<file path="src/rtl/hdlc_access_pkg.sv">
// How it works
// - bus mode forces nrz; the wired-or line returns on the collision input
// - the shared line counts as idle after eight consecutive sampled ones
// - a pending frame starts only on an idle line; ones follow it
// - without a frame in progress ones are sent: the output holds a one in nrz, its last level in nrzi
// - a sent bit differing from the read-back bit aborts; the frame stays pending
// - a dominant zero wins, so any losing station stops at its first mismatch
// - after a good frame priority drops and ten ones are needed to start
// - a frame sent at lowered priority restores the eight-ones access condition
// - timing mode one drives on the rising edge, checks on the next fall
// - timing mode two drives on a fall and checks one full period later
// - frame rts in clock modes 0,1,4,5 lags data one period, collision-free bits
// - point-to-point links choose nrz or nrzi from a configuration bit
// - nrzi sends and decodes a zero as a level change, one as none
// - serial data leaves on rising clock edges (falling ones in timing mode two) and is sampled on falling ones
// - rts goes low while a frame is pending, or follows a software level
// - a frame starts only while the permit input grants transmission
// - permit loss aborts the frame, which resends when permit returns
// - permit loss past the 32nd data byte drops the frame and flags it
// - with its enable set every permit level change sets a status flag
// - carrier detect comes from aux pin (modes 0,2,3) or clock pin while it is set as an input (4,6,7)
// - with auto-start on and a carrier detect source, the receiver runs only while carrier detect is high
package hdlc_access_pkg;
  localparam logic [7:0] OFS_CONFIG  = 8'h00;
  localparam logic [7:0] OFS_COMMAND = 8'h04;
  localparam logic [7:0] OFS_TX_DATA = 8'h08;
  localparam logic [7:0] OFS_STATUS  = 8'h0C;
  localparam logic [7:0] OFS_EXT_IRQ = 8'h10;
  localparam logic [7:0] OFS_RX_DATA = 8'h14;
  localparam int CMD_SEND  = 0;
  localparam int CMD_RESET = 1;
  localparam int IRQ_DONE     = 0;
  localparam int IRQ_COLL     = 1;
  localparam int IRQ_CTS_CHG  = 2;
  localparam int IRQ_CTS_FAIL = 3;
  localparam int IRQ_W        = 4;
  localparam int SY_LCLK = 0;
  localparam int SY_AUX  = 1;
  localparam int SY_CX   = 2;
  localparam int SY_CTS  = 3;
  localparam int SY_RXD  = 4;
  localparam int SY_W    = 5;
  localparam int CFG_W   = 13;
  localparam int BUF_DEPTH = 64;
  localparam logic [6:0] BUF_FULL      = 7'h40;
  localparam logic [6:0] LONG_ABORT_AT = 7'h20;
  localparam logic [7:0] FLAG_BYTE     = 8'h7E;
  localparam logic [3:0] IDLE_NORMAL   = 4'h8;
  localparam logic [3:0] IDLE_LOWERED  = 4'hA;
  localparam logic [1:0] TSEL_MODE2    = 2'h3;
  localparam logic [2:0] BIT_LAST      = 3'h7;
  localparam logic [2:0] CM0 = 3'h0;
  localparam logic [2:0] CM1 = 3'h1;
  localparam logic [2:0] CM2 = 3'h2;
  localparam logic [2:0] CM3 = 3'h3;
  localparam logic [2:0] CM4 = 3'h4;
  localparam logic [2:0] CM5 = 3'h5;
  localparam logic [2:0] CM6 = 3'h6;
  localparam logic [2:0] CM7 = 3'h7;

  // channel_config_one / channel_config_two / transmit_count_high bits in one word
  typedef struct packed {
    logic       transmit_clock_pin_pin_direction;  // 1: clock pin is an input
    logic       cas_en;
    logic       clear_to_send_irq_enable;
    logic       rts_sw_level;
    logic       rts_sw_en;
    logic       rts_frame_en;
    logic [2:0] clock_mode;
    logic [1:0] bus_timing_select;
    logic       nrzi_en;
    logic       bus_mode;
  } cfg_t;

  typedef enum logic [1:0] {
    ST_IDLE  = 2'b00,
    ST_OPEN  = 2'b01,
    ST_DATA  = 2'b10,
    ST_CLOSE = 2'b11
  } tx_state_t;
endpackage : hdlc_access_pkg

</file>
<file path="src/rtl/hdlc_line_access_control.sv">
// Our own choices: register access over Wishbone and the register addresses.
module hdlc_line_access_control
  import hdlc_access_pkg::*;
(
  input  wire logic        clk_i,
  input  wire logic        rst_i,
  input  wire logic        wb_cyc_i,
  input  wire logic        wb_stb_i,
  input  wire logic        wb_we_i,
  input  wire logic [7:0]  wb_adr_i,
  input  wire logic [31:0] wb_dat_i,
  input  wire logic [3:0]  wb_sel_i,
  output logic      [31:0] wb_dat_o,
  output logic             wb_ack_o,
  input  wire logic        transmit_clock_pin_i,
  input  wire logic        auxiliary_clock_pin_i,
  input  wire logic        collision_feedback_a_i,
  input  wire logic        permit_input_a_n_i,
  input  wire logic        receive_data_i,
  output logic             serial_out_a_o,
  output logic             request_output_a_n_o,
  output logic             irq_o
);
  logic [SY_W-1:0]  sy1_q;
  logic [SY_W-1:0]  sy2_q;
  logic             lclk_d_q;
  logic             rise_w;
  logic             fall_w;
  logic             drive_w;
  cfg_t             cfg_q;
  cfg_t             cfg_d;
  logic             ack_q;
  logic [31:0]      dat_q;
  logic             req_w;
  logic             wr_w;
  logic             rd_w;
  logic [7:0]       buf_q [BUF_DEPTH];
  logic [6:0]       len_q;
  logic             pending_q;
  tx_state_t        state_q;
  logic [7:0]       sh_q;
  logic [2:0]       bit_q;
  logic [6:0]       idx_q;
  logic             line_q;
  logic             sent_q;
  logic             chk_q;
  logic             ok_bit_q;
  logic             rts_frame_n_q;
  logic             rts_n_q;
  logic [3:0]       ones_q;
  logic             lowered_q;
  logic             bus_idle_w;
  logic             cts_ok_w;
  logic             cts_prev_q;
  logic             active_w;
  logic             tx_bit_w;
  logic             start_w;
  logic             coll_w;
  logic             cts_loss_w;
  logic             long_w;
  logic             done_w;
  logic             soft_rst_w;
  logic [IRQ_W-1:0] ext_q;
  logic [IRQ_W-1:0] ext_set_w;
  logic             irq_q;
  logic             cd_avail_w;
  logic             cd_w;
  logic             rx_on_q;
  logic             rx_prev_q;
  logic             rx_bit_w;
  logic [7:0]       rx_sh_q;
  logic [2:0]       rx_cnt_q;
  logic [7:0]       rx_byte_q;
  logic             rx_valid_q;

  // every pin and the link clock cross two flops before any logic looks at them
  genvar g;
  generate
    for (g = 0; g < SY_W; g++)
    begin : g_sync
      always_ff @(posedge clk_i)
      begin
        if (rst_i)
        begin
          sy1_q[g] <= 1'b1;
          sy2_q[g] <= 1'b1;
        end
        else
        begin
          sy1_q[g] <= (g == SY_LCLK) ? transmit_clock_pin_i :
                      (g == SY_AUX)  ? auxiliary_clock_pin_i :
                      (g == SY_CX)   ? collision_feedback_a_i :
                      (g == SY_CTS)  ? permit_input_a_n_i : receive_data_i;
          sy2_q[g] <= sy1_q[g];
        end
      end
    end
  endgenerate

  always_ff @(posedge clk_i)
  begin
    if (rst_i)
      lclk_d_q <= 1'b1;
    else
      lclk_d_q <= sy2_q[SY_LCLK];
  end

  assign rise_w  = sy2_q[SY_LCLK] & ~lclk_d_q;
  assign fall_w  = ~sy2_q[SY_LCLK] & lclk_d_q;
  // timing mode two launches on the fall; everything else launches on the rise
  assign drive_w = (cfg_q.bus_mode && cfg_q.bus_timing_select == TSEL_MODE2)
                   ? fall_w : rise_w;

  // wishbone classic slave: one wait state, ack for one cycle
  assign req_w = wb_cyc_i & wb_stb_i & ~ack_q;
  assign wr_w  = req_w & wb_we_i;
  assign rd_w  = req_w & ~wb_we_i;

  always_comb
  begin
    cfg_d = cfg_q;
    if (wb_sel_i[0])
      cfg_d[7:0] = wb_dat_i[7:0];
    if (wb_sel_i[1])
      cfg_d[CFG_W-1:8] = wb_dat_i[CFG_W-1:8];
  end

  always_ff @(posedge clk_i)
  begin
    if (rst_i)
    begin
      ack_q <= 1'b0;
      dat_q <= 32'h0000_0000;
      cfg_q <= '0;
    end
    else
    begin
      ack_q <= req_w;
      if (wr_w && wb_adr_i == OFS_CONFIG)
        cfg_q <= cfg_d;
      if (rd_w)
      begin
        unique case (wb_adr_i)
          OFS_CONFIG:  dat_q <= {19'h0, cfg_q};
          OFS_STATUS:  dat_q <= {26'h0, len_q == BUF_FULL, rx_on_q, lowered_q,
                                 bus_idle_w, pending_q, active_w};
          OFS_EXT_IRQ: dat_q <= {28'h0, ext_q};
          OFS_RX_DATA: dat_q <= {23'h0, rx_valid_q, rx_byte_q};
          default:     dat_q <= 32'h0000_0000;
        endcase
      end
    end
  end

  assign wb_ack_o = ack_q;
  assign wb_dat_o = dat_q;

  assign soft_rst_w = wr_w && wb_adr_i == OFS_COMMAND && wb_sel_i[0] && wb_dat_i[CMD_RESET];
  assign cts_ok_w   = ~sy2_q[SY_CTS];
  assign active_w   = state_q != ST_IDLE;
  assign bus_idle_w = ones_q >= (lowered_q ? IDLE_LOWERED : IDLE_NORMAL);
  assign tx_bit_w   = active_w ? sh_q[0] : 1'b1;
  assign start_w    = drive_w && !active_w && pending_q && !soft_rst_w && cts_ok_w
                      && (!cfg_q.bus_mode || bus_idle_w);
  // only frame bits are checked; idle ones never count as a collision
  assign coll_w     = fall_w && chk_q && cfg_q.bus_mode && active_w
                      && (sy2_q[SY_CX] != sent_q);
  assign cts_loss_w = active_w && !cts_ok_w;
  assign long_w     = cts_loss_w && idx_q > LONG_ABORT_AT;
  assign done_w     = drive_w && state_q == ST_CLOSE && bit_q == BIT_LAST
                      && !coll_w && !cts_loss_w;

  // frame store: software fills it while nothing is pending; kept for resends
  always_ff @(posedge clk_i)
  begin
    if (rst_i)
    begin
      len_q     <= 7'h00;
      pending_q <= 1'b0;
    end
    else if (soft_rst_w || long_w || done_w)
    begin
      len_q     <= 7'h00;
      pending_q <= 1'b0;
    end
    else if (wr_w && wb_sel_i[0] && !pending_q)
    begin
      if (wb_adr_i == OFS_TX_DATA && len_q != BUF_FULL)
      begin
        buf_q[len_q[5:0]] <= wb_dat_i[7:0];
        len_q             <= len_q + 7'h01;
      end
      if (wb_adr_i == OFS_COMMAND && wb_dat_i[CMD_SEND] && len_q != 7'h00)
        pending_q <= 1'b1;
    end
  end

  // transmit sequencer; aborts win over the launch edge
  always_ff @(posedge clk_i)
  begin
    if (rst_i)
    begin
      state_q  <= ST_IDLE;
      sh_q     <= 8'hFF;
      bit_q    <= 3'h0;
      idx_q    <= 7'h00;
      chk_q    <= 1'b0;
      ok_bit_q <= 1'b0;
    end
    else if (soft_rst_w || coll_w || cts_loss_w)
    begin
      state_q  <= ST_IDLE;
      idx_q    <= 7'h00;
      chk_q    <= 1'b0;
      ok_bit_q <= 1'b0;
    end
    else if (drive_w)
    begin
      chk_q    <= active_w;
      ok_bit_q <= active_w;
      bit_q    <= active_w ? bit_q + 3'h1 : 3'h0;
      sh_q     <= {1'b1, sh_q[7:1]};
      unique case (state_q)
        ST_IDLE:
        begin
          if (start_w)
          begin
            state_q <= ST_OPEN;
            sh_q    <= FLAG_BYTE;
            idx_q   <= 7'h00;
          end
        end
        ST_OPEN:
        begin
          if (bit_q == BIT_LAST)
          begin
            state_q <= ST_DATA;
            sh_q    <= buf_q[0];
            idx_q   <= 7'h01;
          end
        end
        ST_DATA:
        begin
          if (bit_q == BIT_LAST)
          begin
            if (idx_q == len_q)
            begin
              state_q <= ST_CLOSE;
              sh_q    <= FLAG_BYTE;
            end
            else
            begin
              sh_q  <= buf_q[idx_q[5:0]];
              idx_q <= idx_q + 7'h01;
            end
          end
        end
        ST_CLOSE:
        begin
          if (bit_q == BIT_LAST)
            state_q <= ST_IDLE;
        end
      endcase
    end
    else if (fall_w)
      chk_q <= 1'b0;
  end

  // line coding; bus mode is always nrz so the read-back compares directly
  always_ff @(posedge clk_i)
  begin
    if (rst_i)
    begin
      line_q <= 1'b1;
      sent_q <= 1'b1;
    end
    else if (drive_w)
    begin
      sent_q <= tx_bit_w;
      if (cfg_q.bus_mode || !cfg_q.nrzi_en)
        line_q <= tx_bit_w;
      else if (!tx_bit_w)
        line_q <= ~line_q;
    end
  end

  assign serial_out_a_o = line_q;

  // consecutive ones on the shared line, saturating at the longer threshold
  always_ff @(posedge clk_i)
  begin
    if (rst_i)
      ones_q <= 4'h0;
    else if (fall_w)
      ones_q <= !sy2_q[SY_CX] ? 4'h0 :
                (ones_q == IDLE_LOWERED) ? ones_q : ones_q + 4'h1;
  end

  always_ff @(posedge clk_i)
  begin
    if (rst_i || soft_rst_w)
      lowered_q <= 1'b0;
    else if (done_w && cfg_q.bus_mode)
      lowered_q <= !lowered_q;
  end

  // rts: software level, bus frame marker one period late, or pending request
  always_ff @(posedge clk_i)
  begin
    if (rst_i)
    begin
      rts_frame_n_q <= 1'b1;
      rts_n_q       <= 1'b1;
    end
    else
    begin
      if (drive_w)
        rts_frame_n_q <= !(ok_bit_q && !coll_w);
      else if (coll_w)
        rts_frame_n_q <= 1'b1;
      if (cfg_q.rts_sw_en)
        rts_n_q <= cfg_q.rts_sw_level;
      else if (cfg_q.bus_mode && cfg_q.rts_frame_en && (cfg_q.clock_mode == CM0
               || cfg_q.clock_mode == CM1 || cfg_q.clock_mode == CM4
               || cfg_q.clock_mode == CM5))
        rts_n_q <= rts_frame_n_q;
      else
        rts_n_q <= !pending_q;
    end
  end

  assign request_output_a_n_o = rts_n_q;

  // status flags: hardware set beats a software write-one clear
  always_comb
  begin
    ext_set_w               = '0;
    ext_set_w[IRQ_DONE]     = done_w;
    ext_set_w[IRQ_COLL]     = coll_w;
    ext_set_w[IRQ_CTS_CHG]  = cfg_q.clear_to_send_irq_enable
                              && (sy2_q[SY_CTS] != cts_prev_q);
    ext_set_w[IRQ_CTS_FAIL] = long_w;
  end

  always_ff @(posedge clk_i)
  begin
    if (rst_i)
    begin
      ext_q      <= '0;
      irq_q      <= 1'b0;
      cts_prev_q <= 1'b1;
    end
    else
    begin
      cts_prev_q <= sy2_q[SY_CTS];
      if (wr_w && wb_adr_i == OFS_EXT_IRQ && wb_sel_i[0])
        ext_q <= (ext_q & ~wb_dat_i[IRQ_W-1:0]) | ext_set_w;
      else
        ext_q <= ext_q | ext_set_w;
      irq_q <= |ext_q;
    end
  end

  assign irq_o = irq_q;

  // carrier detect source follows the clock mode; mode 1 and 5 have none
  always_comb
  begin
    cd_avail_w = 1'b0;
    cd_w       = 1'b0;
    unique case (cfg_q.clock_mode)
      CM0, CM2, CM3:
      begin
        cd_avail_w = 1'b1;
        cd_w       = sy2_q[SY_AUX];
      end
      CM4, CM6, CM7:
      begin
        cd_avail_w = cfg_q.transmit_clock_pin_pin_direction;
        cd_w       = sy2_q[SY_LCLK];
      end
      default:
      begin
        cd_avail_w = 1'b0;
        cd_w       = 1'b0;
      end
    endcase
  end

  assign rx_bit_w = (cfg_q.nrzi_en && !cfg_q.bus_mode)
                    ? (sy2_q[SY_RXD] == rx_prev_q) : sy2_q[SY_RXD];

  always_ff @(posedge clk_i)
  begin
    if (rst_i)
    begin
      rx_on_q    <= 1'b0;
      rx_prev_q  <= 1'b1;
      rx_sh_q    <= 8'h00;
      rx_cnt_q   <= 3'h0;
      rx_byte_q  <= 8'h00;
      rx_valid_q <= 1'b0;
    end
    else
    begin
      rx_on_q <= !(cfg_q.cas_en && cd_avail_w) || cd_w;
      if (rd_w && wb_adr_i == OFS_RX_DATA)
        rx_valid_q <= 1'b0;
      if (!rx_on_q)
        rx_cnt_q <= 3'h0;
      else if (fall_w)
      begin
        rx_prev_q <= sy2_q[SY_RXD];
        rx_sh_q   <= {rx_bit_w, rx_sh_q[7:1]};
        rx_cnt_q  <= rx_cnt_q + 3'h1;
        if (rx_cnt_q == BIT_LAST)
        begin
          rx_byte_q  <= {rx_bit_w, rx_sh_q[7:1]};
          rx_valid_q <= 1'b1;
        end
      end
    end
  end

  idle_start_a: assert property (@(posedge clk_i) disable iff (rst_i)
    start_w && cfg_q.bus_mode |-> ones_q >= IDLE_NORMAL)
    else $error("frame started on a busy line");
  idle_ones_a: assert property (@(posedge clk_i) disable iff (rst_i)
    drive_w && cfg_q.bus_mode && state_q == ST_IDLE && !start_w |=> line_q)
    else $error("idle output not high");
  coll_abort_a: assert property (@(posedge clk_i) disable iff (rst_i)
    coll_w |=> state_q == ST_IDLE && pending_q && ext_q[IRQ_COLL])
    else $error("collision did not abort");
  prio_ten_a: assert property (@(posedge clk_i) disable iff (rst_i)
    start_w && cfg_q.bus_mode && lowered_q |-> ones_q == IDLE_LOWERED)
    else $error("lowered priority ignored");
  prio_restore_a: assert property (@(posedge clk_i) disable iff (rst_i)
    done_w && cfg_q.bus_mode |=> lowered_q != $past(lowered_q))
    else $error("priority not rotated");
  cts_start_a: assert property (@(posedge clk_i) disable iff (rst_i)
    $rose(state_q == ST_OPEN) |-> $past(cts_ok_w))
    else $error("start without permit");
  cts_resend_a: assert property (@(posedge clk_i) disable iff (rst_i)
    cts_loss_w && !long_w && !done_w |=> !active_w && pending_q)
    else $error("permit loss not recovered");
  long_drop_a: assert property (@(posedge clk_i) disable iff (rst_i)
    long_w && !cfg_q.rts_sw_en && !cfg_q.bus_mode
    |=> !pending_q && ext_q[IRQ_CTS_FAIL] ##1 rts_n_q)
    else $error("long frame not dropped");
  nrzi_zero_a: assert property (@(posedge clk_i) disable iff (rst_i)
    drive_w && !cfg_q.bus_mode && cfg_q.nrzi_en && !tx_bit_w
    |=> line_q != $past(line_q))
    else $error("nrzi zero without change");
  cas_gate_a: assert property (@(posedge clk_i) disable iff (rst_i)
    cfg_q.cas_en && cd_avail_w && !cd_w ##1 $stable(cfg_q) |-> !rx_on_q)
    else $error("receiver on without carrier");
endmodule : hdlc_line_access_control

</file>
<file path="config.mk">
export PLATFORM = sky130hd
export DESIGN_NAME = hdlc_line_access_control
export DESIGN_NICKNAME = d
export VERILOG_FILES = /design/src/rtl/hdlc_access_pkg.sv /design/src/rtl/hdlc_line_access_control.sv
export SDC_FILE = /design/constraint.sdc
export NUM_CORES = 1
export LEC_CHECK = 0
export BUFFER_PORTS_ARGS = -buffer_cell sky130_fd_sc_hd__buf_2
export CORE_AREA = 2 2 222 334
export CTS_CLUSTER_SIZE = 12
export DETAILED_ROUTE_END_ITERATION = 12
export DIE_AREA = 0 0 224 336
export PLACE_DENSITY_LB_ADDON = 0.25
export SETUP_SLACK_MARGIN = 0.02
export SLEW_MARGIN = 0
export SYNTH_ARGS = -nofsm -noshare
export SYNTH_HDL_FRONTEND = slang
export SYNTH_SLANG_ARGS = --single-unit
export TNS_END_PERCENT = 5
</file>
<file path="constraint.sdc">
create_clock -name clk_i -period 7.4 [get_ports clk_i]
set_input_delay 0.37 -clock clk_i [delete_from_list [all_inputs] [get_ports clk_i]]
set_output_delay 0.37 -clock clk_i [all_outputs]
set_load 0.02 [all_outputs]
</file>
==> impl_metrics.csv, run 1 <==
group,metric,value,unit
status,status,"finished, final reports clean",
timing,fmax,0.2325,GHz
setup_path,crit_arrival,4550,ps
die,die_h,336,um
setup_path,crit_path_end_kind,"flop",
finish,finalInstanceArea,0.02812,mm^2
detailed_routing,routed-via-count,13740,
die,die_area,0.07526,mm^2
detailed_routing,drt_iter0_drc,1156,
power,internal-power,5.347,mW
setup_path,critPathLaunch,"cfg_q[0]",
timing,holdWs,165.9,ps
clock_network,cts-root-buf,"clkbuf_16",
placement,dp_hpwl,39760,um
clock_network,clkSinkCount,622,
placement,port_buffers,49,
placement,place_ws,3076,ps
timing,fin_skew,25.77,ps
logic_synthesis,ys.flop_type,"edfxtp_1",
die,core-area,0.07222,mm^2
timing,tightestPinTransition,908.1,ps
worst_hold_path,hold_path.class,"in2reg",
logic_synthesis,yosysWarningCount,0,
timing,grt_setup_unrepaired,"no",
timing,slew_violations,0,
clock_network,clock_path_buffers,3,
finish,diodes,0,
logic_synthesis,syn_area_per_cell,16.12,um^2
placement,dpl_cell_area,0.02632,mm^2
detailed_routing,wire_per_inst,24.58,um
detailed_routing,drc_errors,0,
timing,tns,0,ps
logic_synthesis,ys_ff_latch,622,
detailed_routing,wirelength,63060,um
clock_network,cts_tree,"done",
setup_path,cp.required,7650,ps
detailed_routing,via_per_inst,5.355,
global_routing,grt_overflow,0,
logic_synthesis,ys_types,69,
clock_network,clk_latency,640,ps
power,switching_share,20.18,%
global_routing,antenna_found_initial,1,
power,clock_power_share,41.7,%
power,p_per_area,238.2,mW/mm^2
clock_network,clkSlewWorstSetupHoldPaths,60,ps
finish,synthToLayoutAreaGrowth,11.73,%
power,power_leakage,8.684,nW
timing,period_needed,4301,ps
power,power_switching,1.352,mW
global_routing,grt_max_degree,106,
setup_path,worstSetupPathType,"reg2reg",
worst_hold_path,holdPathStages,4,
die,pin_count,90,
die,rows,121,
timing,final.period_utilization,58.12,%
placement,place_congestion,0.8289,
clock_network,cts_buffers,60,
power,combPwrFrac,1.7,%
logic_synthesis,ys_async_sr_fraction,0,%
clock_network,hold_buffers,12,
logic_synthesis,synth_edf_count,512,
global_routing,grt_pass1_wl,93680,um
power,peakVddDrop,0.1787,mV
setup_path,r2r_start,"cfg_q[0]",
die,start_util,34.86,%
clock_network,cts_resized,0,
logic_synthesis,yosysSeqAreaShare,69.83,%
setup_path,slowest_stage,"nor2_1",
setup_path,reg2reg_depth,7,
timing,setup_viol,0,
timing,hold_viol,0,
power,seqPwrFrac,56.6,%
setup_path,path_max_fanout,12,
global_routing,grt_pass1_vias,13950,
clock_network,cts_max_level,2,
logic_synthesis,syn_inst,1562,
detailed_routing,first_pass_iters,5,
clock_network,post_cts_buffers,0,
die,die_x,224,um
global_routing,track_usage,16.94,%
worst_hold_path,hp-start,"wb_we_i",
finish,drive_above_1_share,18.92,%
setup_path,slowest_delay,860,ps
timing,fin_ws,3099,ps
logic_synthesis,netlist_area,0.02517,mm^2
timing,max-slew-margin-rel,39.46,%
finish,fin_nets,1690,
job,maxCapViolCount,0,
setup_path,cp-start-kind,"flop",
detailed_routing,drtAntennaViolNets,0,
setup_path,crit_chain,"nand3_1 > mux2_2 > o2111a_1 > or4_1 > nor3_2 > nand2_1 > nor2_1",
==> layout make-up <==
cell class / count / area [um^2]
Multi-Input combinational cell: 830 / 7066
Fill cell: 6628 / 44090
Clock inverter: 8 / 75.07
Clock buffer: 78 / 1612
Sequential cell: 622 / 17590
Inverter: 26 / 97.59
Tap cell: 922 / 1154
Timing Repair Buffer: 80 / 533.0
==> layer usage <==
metal  routed length, um  track usage (%)
met4                2027            5.830
met1               24020            19.61
met5                  11                0
met2               34500            31.68
met3                2495            2.578
==> metrics by stage <==
stage          power, mW  instances  util, %
6_report           6.698       2566    38.94
5_1_grt            6.895       2566    38.94
4_1_cts            6.771       2566    38.94
3_5_place_dp       3.975       2468    36.44
3_3_place_gp       3.970       2468    36.44
2_1_floorplan      3.906       1580        -
==> cell families after synthesis <==
kind of cell / after synthesis / share of synthesized area (%)
simple gates: 409 / 7.784
other cells: 1 / 0.01490
buf+inv: 128 / 2.371
compound gates: 178 / 4.494
fa+ha+maj: 16 / 0.7953
flops: 622 / 69.83
xor+xnor: 16 / 0.5567
mux: 192 / 14.16
==> path summary, 6_finish.rpt <==
check	end	slack [ps]
hold reg to reg	sy2_q[3]	420
setup / recovery	buf_q[37][5]	3100
setup reg to reg	buf_q[37][5]	3100
hold / removal	wb_dat_o[11]	170
==> Yosys cell counts (16+ instances only) <==
master | count | area, um^2
mux4_2 | 130 | 2928
nand2_1 | 101 | 379.1
a22oi_1 | 20 | 150.1
clkbuf_1 | 46 | 172.7
mux2i_1 | 50 | 500.5
ha_1 | 16 | 200.2
inv_1 | 23 | 86.33
nor3_1 | 24 | 120.1
nand2b_1 | 16 | 100.1
nand3_1 | 24 | 120.1
buf_2 | 21 | 105.1
o21ai_0 | 26 | 130.1
buf_4 | 24 | 180.2
or2_2 | 16 | 100.1
nor2_1 | 147 | 551.8
a21oi_1 | 67 | 335.3
edfxtp_1 | 512 | 15370
dfxtp_1 | 110 | 2202
==> sequential cells by signal, summed over array words and instances (netlist names), 5 cells and up, named ones only <==
name and count:
len_q 7, idx_q 7, buf_q 512, rx_sh_q 7, sy1_q 5, sh_q 8, rx_byte_q 8, wb_dat_o 13
cfg_q 13, sy2_q 5
==> layout by cell type (no fill, tap or decap), types with 26 or more instances in the layout <==
cell	count
clkbuf_16	61
mux4_2	130
dfxtp_1	106
nor2_1	147
o21ai_0	26
edfxtp_1	512
buf_2	49
a21oi_1	67
nand2_1	101
mux2i_1	50
==> power groups by stage <==
stage / Sequential [mW] / Combinational, mW / Clock [mW]
floorplan: 3.87 / 0.0406 / 0
global placement: 3.87 / 0.105 / 0
detailed placement: 3.87 / 0.109 / 0
CTS: 3.79 / 0.114 / 2.87
finish: 3.79 / 0.111 / 2.80
global route: 3.79 / 0.123 / 2.98
==> worst max-delay path: cells and delay by family (launching register included) <==
family | cells | cell delay [ps]
and+or+nand+nor | 5 | 2680
DFF | 1 | 540
muxes | 1 | 440
AOI/OAI and AO/OA | 1 | 230
Power figures use the tool's default switching activity.
==> run 2: changes to the inputs <==
==> constraint.sdc (replaced) <==
create_clock -name clk_i -period 4.4 [get_ports clk_i]
set_input_delay 0.22 -clock clk_i [delete_from_list [all_inputs] [get_ports clk_i]]
set_output_delay 0.22 -clock clk_i [all_outputs]
set_load 0.02 [all_outputs]
==> run 2 against run 1 <==
Effect of this change:
- clock skew decreased by 2.9 ps
- cell count increased by 4.1%
- sequential power increased by 68%
- setup slack got worse by 2500 ps
- via count increased by 2.5%
- core utilization increased by 1.0 points
- combinational power increased by 73%
- largest power group unchanged
==> impl_metrics.csv, run 2 (synthesis gave the netlist of run 1 again) <==
group,metric,value,unit
setup_path,cp-start-kind,"flop",
finish,final_cell_mix,"512 x edfxtp_1, 147 x nor2_1, 130 x mux4_2, 108 x buf_4, 106 x dfxtp_1",
timing,hold_viol,0,
timing,tightestPinTransition,1068,ps
setup_path,r2r_start,"idx_q[0]",
clock_network,cts_buffers,60,
die,pin_count,90,
finish,drive_above_1_share,23.23,%
finish,fillers,6560,
timing,slew_violations,0,
setup_path,critPathLaunch,"idx_q[0]",
timing,fin_ws,626.2,ps
finish,stdcell_count,2670,
setup_path,reg2reg_depth,10,
placement,place_inst,2561,
timing,final.period_utilization,85.77,%
die,start_util,34.86,%
setup_path,endpoint,"buf_q[19][7]",
power,fin_total_pwr,11.23,mW
global_routing,grt_pass1_wl,95940,um
timing,tns,0,ps
clock_network,clk_latency,630,ps
timing,period_needed,3774,ps
setup_path,cp.required,4730,ps
clock_network,clkSinkCount,622,
global_routing,antenna_found_initial,1,
clock_network,hold_buffers,13,
finish,synthToLayoutAreaGrowth,14.65,%
timing,max-slew-margin-rel,27.81,%
setup_path,rr_endpoint,"buf_q[19][7]",
status,status,"finished, final reports clean",
worst_hold_path,hold_path.class,"in2reg",
finish,regArea,0.01759,mm^2
global_routing,grt_pass1_vias,14560,
clock_network,cts-root-buf,"clkbuf_16",
placement,dp_hpwl,43360,um
setup_path,crit_path_end_kind,"flop",
clock_network,cts_resized,0,
setup_path,rrSetupSlack,630,ps
global_routing,grt_max_degree,82,
timing,setup_viol,0,
clock_network,clock_path_buffers,3,
finish,fin_nets,1784,
finish,multi_input_area,0.007066,mm^2
setup_path,path_max_fanout,8,
detailed_routing,drc_errors,0,
clock_network,clkSlewWorstSetupHoldPaths,60,ps
power,power_leakage,9.197,nW
die,die_h,336,um
clock_network,cts_tree,"done",
placement,port_buffers,49,
finish,diodes,0,
detailed_routing,wirelength,64760,um
die,die_x,224,um
placement,place_congestion,0.8567,
die,core-area,0.07222,mm^2
timing,fmax,0.2650,GHz
global_routing,track_usage,17.36,%
detailed_routing,first_pass_iters,5,
clock_network,cts_max_level,2,
setup_path,crit_arrival,4100,ps
global_routing,grt_overflow,0,
placement,place_ws,703.9,ps
timing,holdWs,45.47,ps
power,peakVddDrop,0.2841,mV
job,maxCapViolCount,0,
detailed_routing,wire_per_inst,24.25,um
die,rows,121,
finish,largest_reg_flops,512,
finish,layout_commonest_cell,"edfxtp_1",
detailed_routing,routed-via-count,14080,
power,p_per_area,389.3,mW/mm^2
timing,fin_skew,22.88,ps
clock_network,post_cts_buffers,0,
setup_path,worstSetupPathType,"reg2reg",
timing,grt_setup_unrepaired,"no",
die,die_area,0.07526,mm^2
detailed_routing,drtAntennaViolNets,0,
detailed_routing,drt_iter0_drc,1099,
detailed_routing,via_per_inst,5.273,
run 2: critical path: stages, from the launching register on:
cell and delay, ps:
dfxtp_1 360, inv_1 100, ha_1 140, or4b_1 430
a21oi_1 250, nor3b_1 110, or4_1 690, nor3_2 300
nand2_1 480, nor2_1 390, buf_4 220
run 2: per-stage QoR:
stage | cell area (um^2) | util, %
6_report | 28860 | 39.96
5_1_grt | 28860 | 39.96
4_1_cts | 28860 | 39.96
3_5_place_dp | 27040 | 37.44
3_3_place_gp | 27040 | 37.44
2_1_floorplan | 25240 | -
run 2: area by class of cell:
cell class / count / area share [%]
Clock buffer: 86 / 5.658
Clock inverter: 10 / 0.1951
Inverter: 26 / 0.3382
Multi-Input combinational cell: 830 / 24.48
Sequential cell: 622 / 60.94
Tap cell: 922 / 3.997
Timing Repair Buffer: 174 / 4.388
run 2: where the power goes:
group / leakage (nW) / internal [mW] / switching, mW
registers: 5.49 / 6.37 / 0.00756
clock network: 0.829 / 2.54 / 2.12
logic: 2.88 / 0.0391 / 0.153
total: 9.20 / 8.95 / 2.28
run 2: how the worst min path moves through the flow:
stage	start	end	slack, ps	cells past startpoint
after floorplan	wb_dat_i[0]	buf_q[0][0]	320	0
after global placement	sy1_q[3]	sy2_q[3]	400	1
after detailed placement	sy1_q[4]	sy2_q[4]	390	1
after CTS	wb_dat_i[4]	buf_q[34][4]	20	1
after global routing	wb_dat_i[4]	buf_q[34][4]	50	1
final	wb_dat_i[4]	buf_q[63][4]	50	1
run 2: metal layers:
layer / up-vias / wire, um / part of all wire [%] / track usage, %
met4: 2 / 2191 / 3.4 / 6.284
li1: 6322 / - / - / -
met5: - / 13 / 0.020 / 0
met3: 109 / 2406 / 3.7 / 2.429
met2: 341 / 35690 / 55 / 32.95
met1: 7305 / 24460 / 38 / 19.68
==> run 3: changes to the inputs <==
--- a/config.mk
+++ b/config.mk
@@ -6,10 +6,10 @@
 export NUM_CORES = 1
 export LEC_CHECK = 0
 export BUFFER_PORTS_ARGS = -buffer_cell sky130_fd_sc_hd__buf_2
-export CORE_AREA = 2 2 222 334
+export CORE_AREA = 2 2 168 252
 export CTS_CLUSTER_SIZE = 12
 export DETAILED_ROUTE_END_ITERATION = 12
-export DIE_AREA = 0 0 224 336
+export DIE_AREA = 0 0 170 254
 export PLACE_DENSITY_LB_ADDON = 0.25
 export SETUP_SLACK_MARGIN = 0.02
 export SLEW_MARGIN = 0
==> run 3 against run 2 <==
Effect of this change:
- register-to-register slack got worse by 90 ps
- critical path depth decreased by 2
- global-route usage up 11 points
- first-iteration DRC count up 37%
- cell count down 16%
- final area down 2.3%
- sequential cell count is the same
- largest cell class unchanged
==> impl_metrics.csv, run 3 (synthesis gave the netlist of run 1 again) <==
group,metric,value,unit
status,status,"finished, final reports clean",
finish,diodes,0,
global_routing,grt_max_degree,69,
clock_network,cts_resized,0,
global_routing,track_usage,27.89,%
clock_network,cts-root-buf,"clkbuf_16",
setup_path,path_max_fanout,11,
clock_network,post_cts_buffers,0,
timing,slew_violations,0,
timing,setup_viol,0,
detailed_routing,wire_per_inst,26.28,um
setup_path,worstSetupPathType,"reg2reg",
setup_path,rr_endpoint,"buf_q[57][2]",
setup_path,worstPathBufferInverterCount,1,
clock_network,clkSlewWorstSetupHoldPaths,60,ps
power,p_per_area,388.7,mW/mm^2
job,maxCapViolCount,0,
placement,dp_hpwl,38470,um
timing,grt_setup_unrepaired,"no",
timing,holdWs,43.13,ps
setup_path,slowest_delay,760,ps
finish,largest_reg_flops,512,
timing,period_needed,3865,ps
power,peakVddDrop,0.3499,mV
setup_path,crit_chain,"nor2b_1 > a41oi_1 > o2111a_1 > or4_1 > nor3_2 > nand2_1 > nor2_1 > buf_4",
finish,layout_commonest_cell,"edfxtp_1",
global_routing,grt_pass1_vias,14580,
placement,dpl_cell_area,0.02647,mm^2
clock_network,clk_latency,600,ps
clock_network,hold_buffers,13,
timing,fmax,0.2587,GHz
clock_network,cts_tree,"done",
finish,fillers,2622,
finish,multi_input_area,0.007066,mm^2
clock_network,clock_path_buffers,3,
clock_network,cts_buffers,58,
setup_path,cp.required,4710,ps
setup_path,critPathLaunch,"lclk_d_q",
timing,final.period_utilization,87.85,%
finish,regArea,0.01759,mm^2
setup_path,crit_family,"simple AND/OR/NAND/NOR gates",
detailed_routing,via_per_inst,6.364,
global_routing,grt_pass1_wl,87990,um
finish,final_cell_mix,"512 x edfxtp_1, 147 x nor2_1, 130 x mux4_2, 106 x dfxtp_1, 101 x nand2_1",
die,pin_count,90,
detailed_routing,first_pass_iters,5,
timing,tightestPinTransition,1252,ps
power,fin_total_pwr,10.96,mW
timing,fin_skew,19.23,ps
detailed_routing,drtAntennaViolNets,0,
placement,place_congestion,0.9370,
timing,max-slew-margin-rel,16.56,%
finish,fin_nets,1771,
timing,tns,0,ps
detailed_routing,drt_iter0_drc,1505,
finish,drive_above_1_share,22.29,%
setup_path,slowest_stage,"or4_1",
die,rows,91,
power,power_leakage,9.084,nW
setup_path,endpoint,"buf_q[57][2]",
die,die_area,0.04318,mm^2
setup_path,cp-start-kind,"flop",
clock_network,clkSinkCount,622,
detailed_routing,drc_errors,0,
die,die_x,170,um
die,die_h,254,um
finish,synthToLayoutAreaGrowth,11.98,%
setup_path,crit_arrival,4170,ps
die,start_util,61.41,%
detailed_routing,routed-via-count,14240,
detailed_routing,wirelength,58820,um
timing,hold_viol,0,
setup_path,cp.depth,8,
placement,port_buffers,49,
worst_hold_path,hold_path.class,"in2reg",
finish,finalInstanceArea,0.02819,mm^2
setup_path,rrSetupSlack,530,ps
setup_path,reg2reg_depth,8,
die,core-area,0.04099,mm^2
global_routing,grt_overflow,0,
setup_path,crit_path_end_kind,"flop",
global_routing,antenna_found_initial,0,
setup_path,r2r_start,"lclk_d_q",
clock_network,cts_max_level,2,
[run 3: changes by cell type in the layout (fill, tap and decap cells not counted), sizes merged]
cell	before	now
buf	161	150
clkbuf	86	80
clkinv	9	6
inv	27	26
[run 3: worst min path at each step]
stage | start | to | cells past startpoint
2_1_floorplan | wb_dat_i[0] | buf_q[0][0] | 0
3_3_place_gp | sy1_q[4] | sy2_q[4] | 1
3_5_place_dp | sy1_q[4] | sy2_q[4] | 1
4_1_cts | wb_we_i | wb_dat_o[12] | 4
5_1_grt | wb_we_i | wb_dat_o[9] | 4
6_report | wb_we_i | wb_dat_o[12] | 4
[run 3: power by group]
| part | total, mW | switching [mW] | internal [mW] |
|---|---|---|---|
| Clock | 4.40 | 1.99 | 2.41 |
| Combinational | 0.184 | 0.146 | 0.0373 |
| Sequential | 6.38 | 0.00644 | 6.37 |
| Total | 11.0 | 2.14 | 8.81 |
[run 3: layer usage]
layer | vias up | global-route usage, % | routed length (um)
met1 | 7186 | 34.00 | 21070
met3 | 165 | 3.722 | 3730
li1 | 6292 | - | -
met5 | - | 0 | 0
met2 | 600 | 48.23 | 30360
met4 | 0 | 15.65 | 3650
[run 3: area by class of cell]
class                           instances  area share (%)
Sequential cell                       622           62.39
Multi-Input combinational cell        830           25.07
Clock buffer                           80           5.478
Timing Repair Buffer                  163           4.288
Tap cell                              511           2.268
Inverter                               26          0.3462
Clock inverter                          6          0.1598
[run 3: worst register-to-register path: cells and delay by family (launching register included)]
| kind | cells | cell delay [ps] |
|---|---|---|
| simple gates | 5 | 2420 |
| compound gates | 2 | 570 |
| flops | 1 | 350 |
| buf+inv | 1 | 230 |
[run 3: per-stage QoR]
stage,worst slack [ps],utilization (%),instances
6_report,534.5,68.77,2238
2_1_floorplan,1377,-,1580
5_1_grt,396.9,68.77,2238
4_1_cts,577.7,68.77,2238
3_3_place_gp,692.6,64.57,2139
3_5_place_dp,614.4,64.57,2139
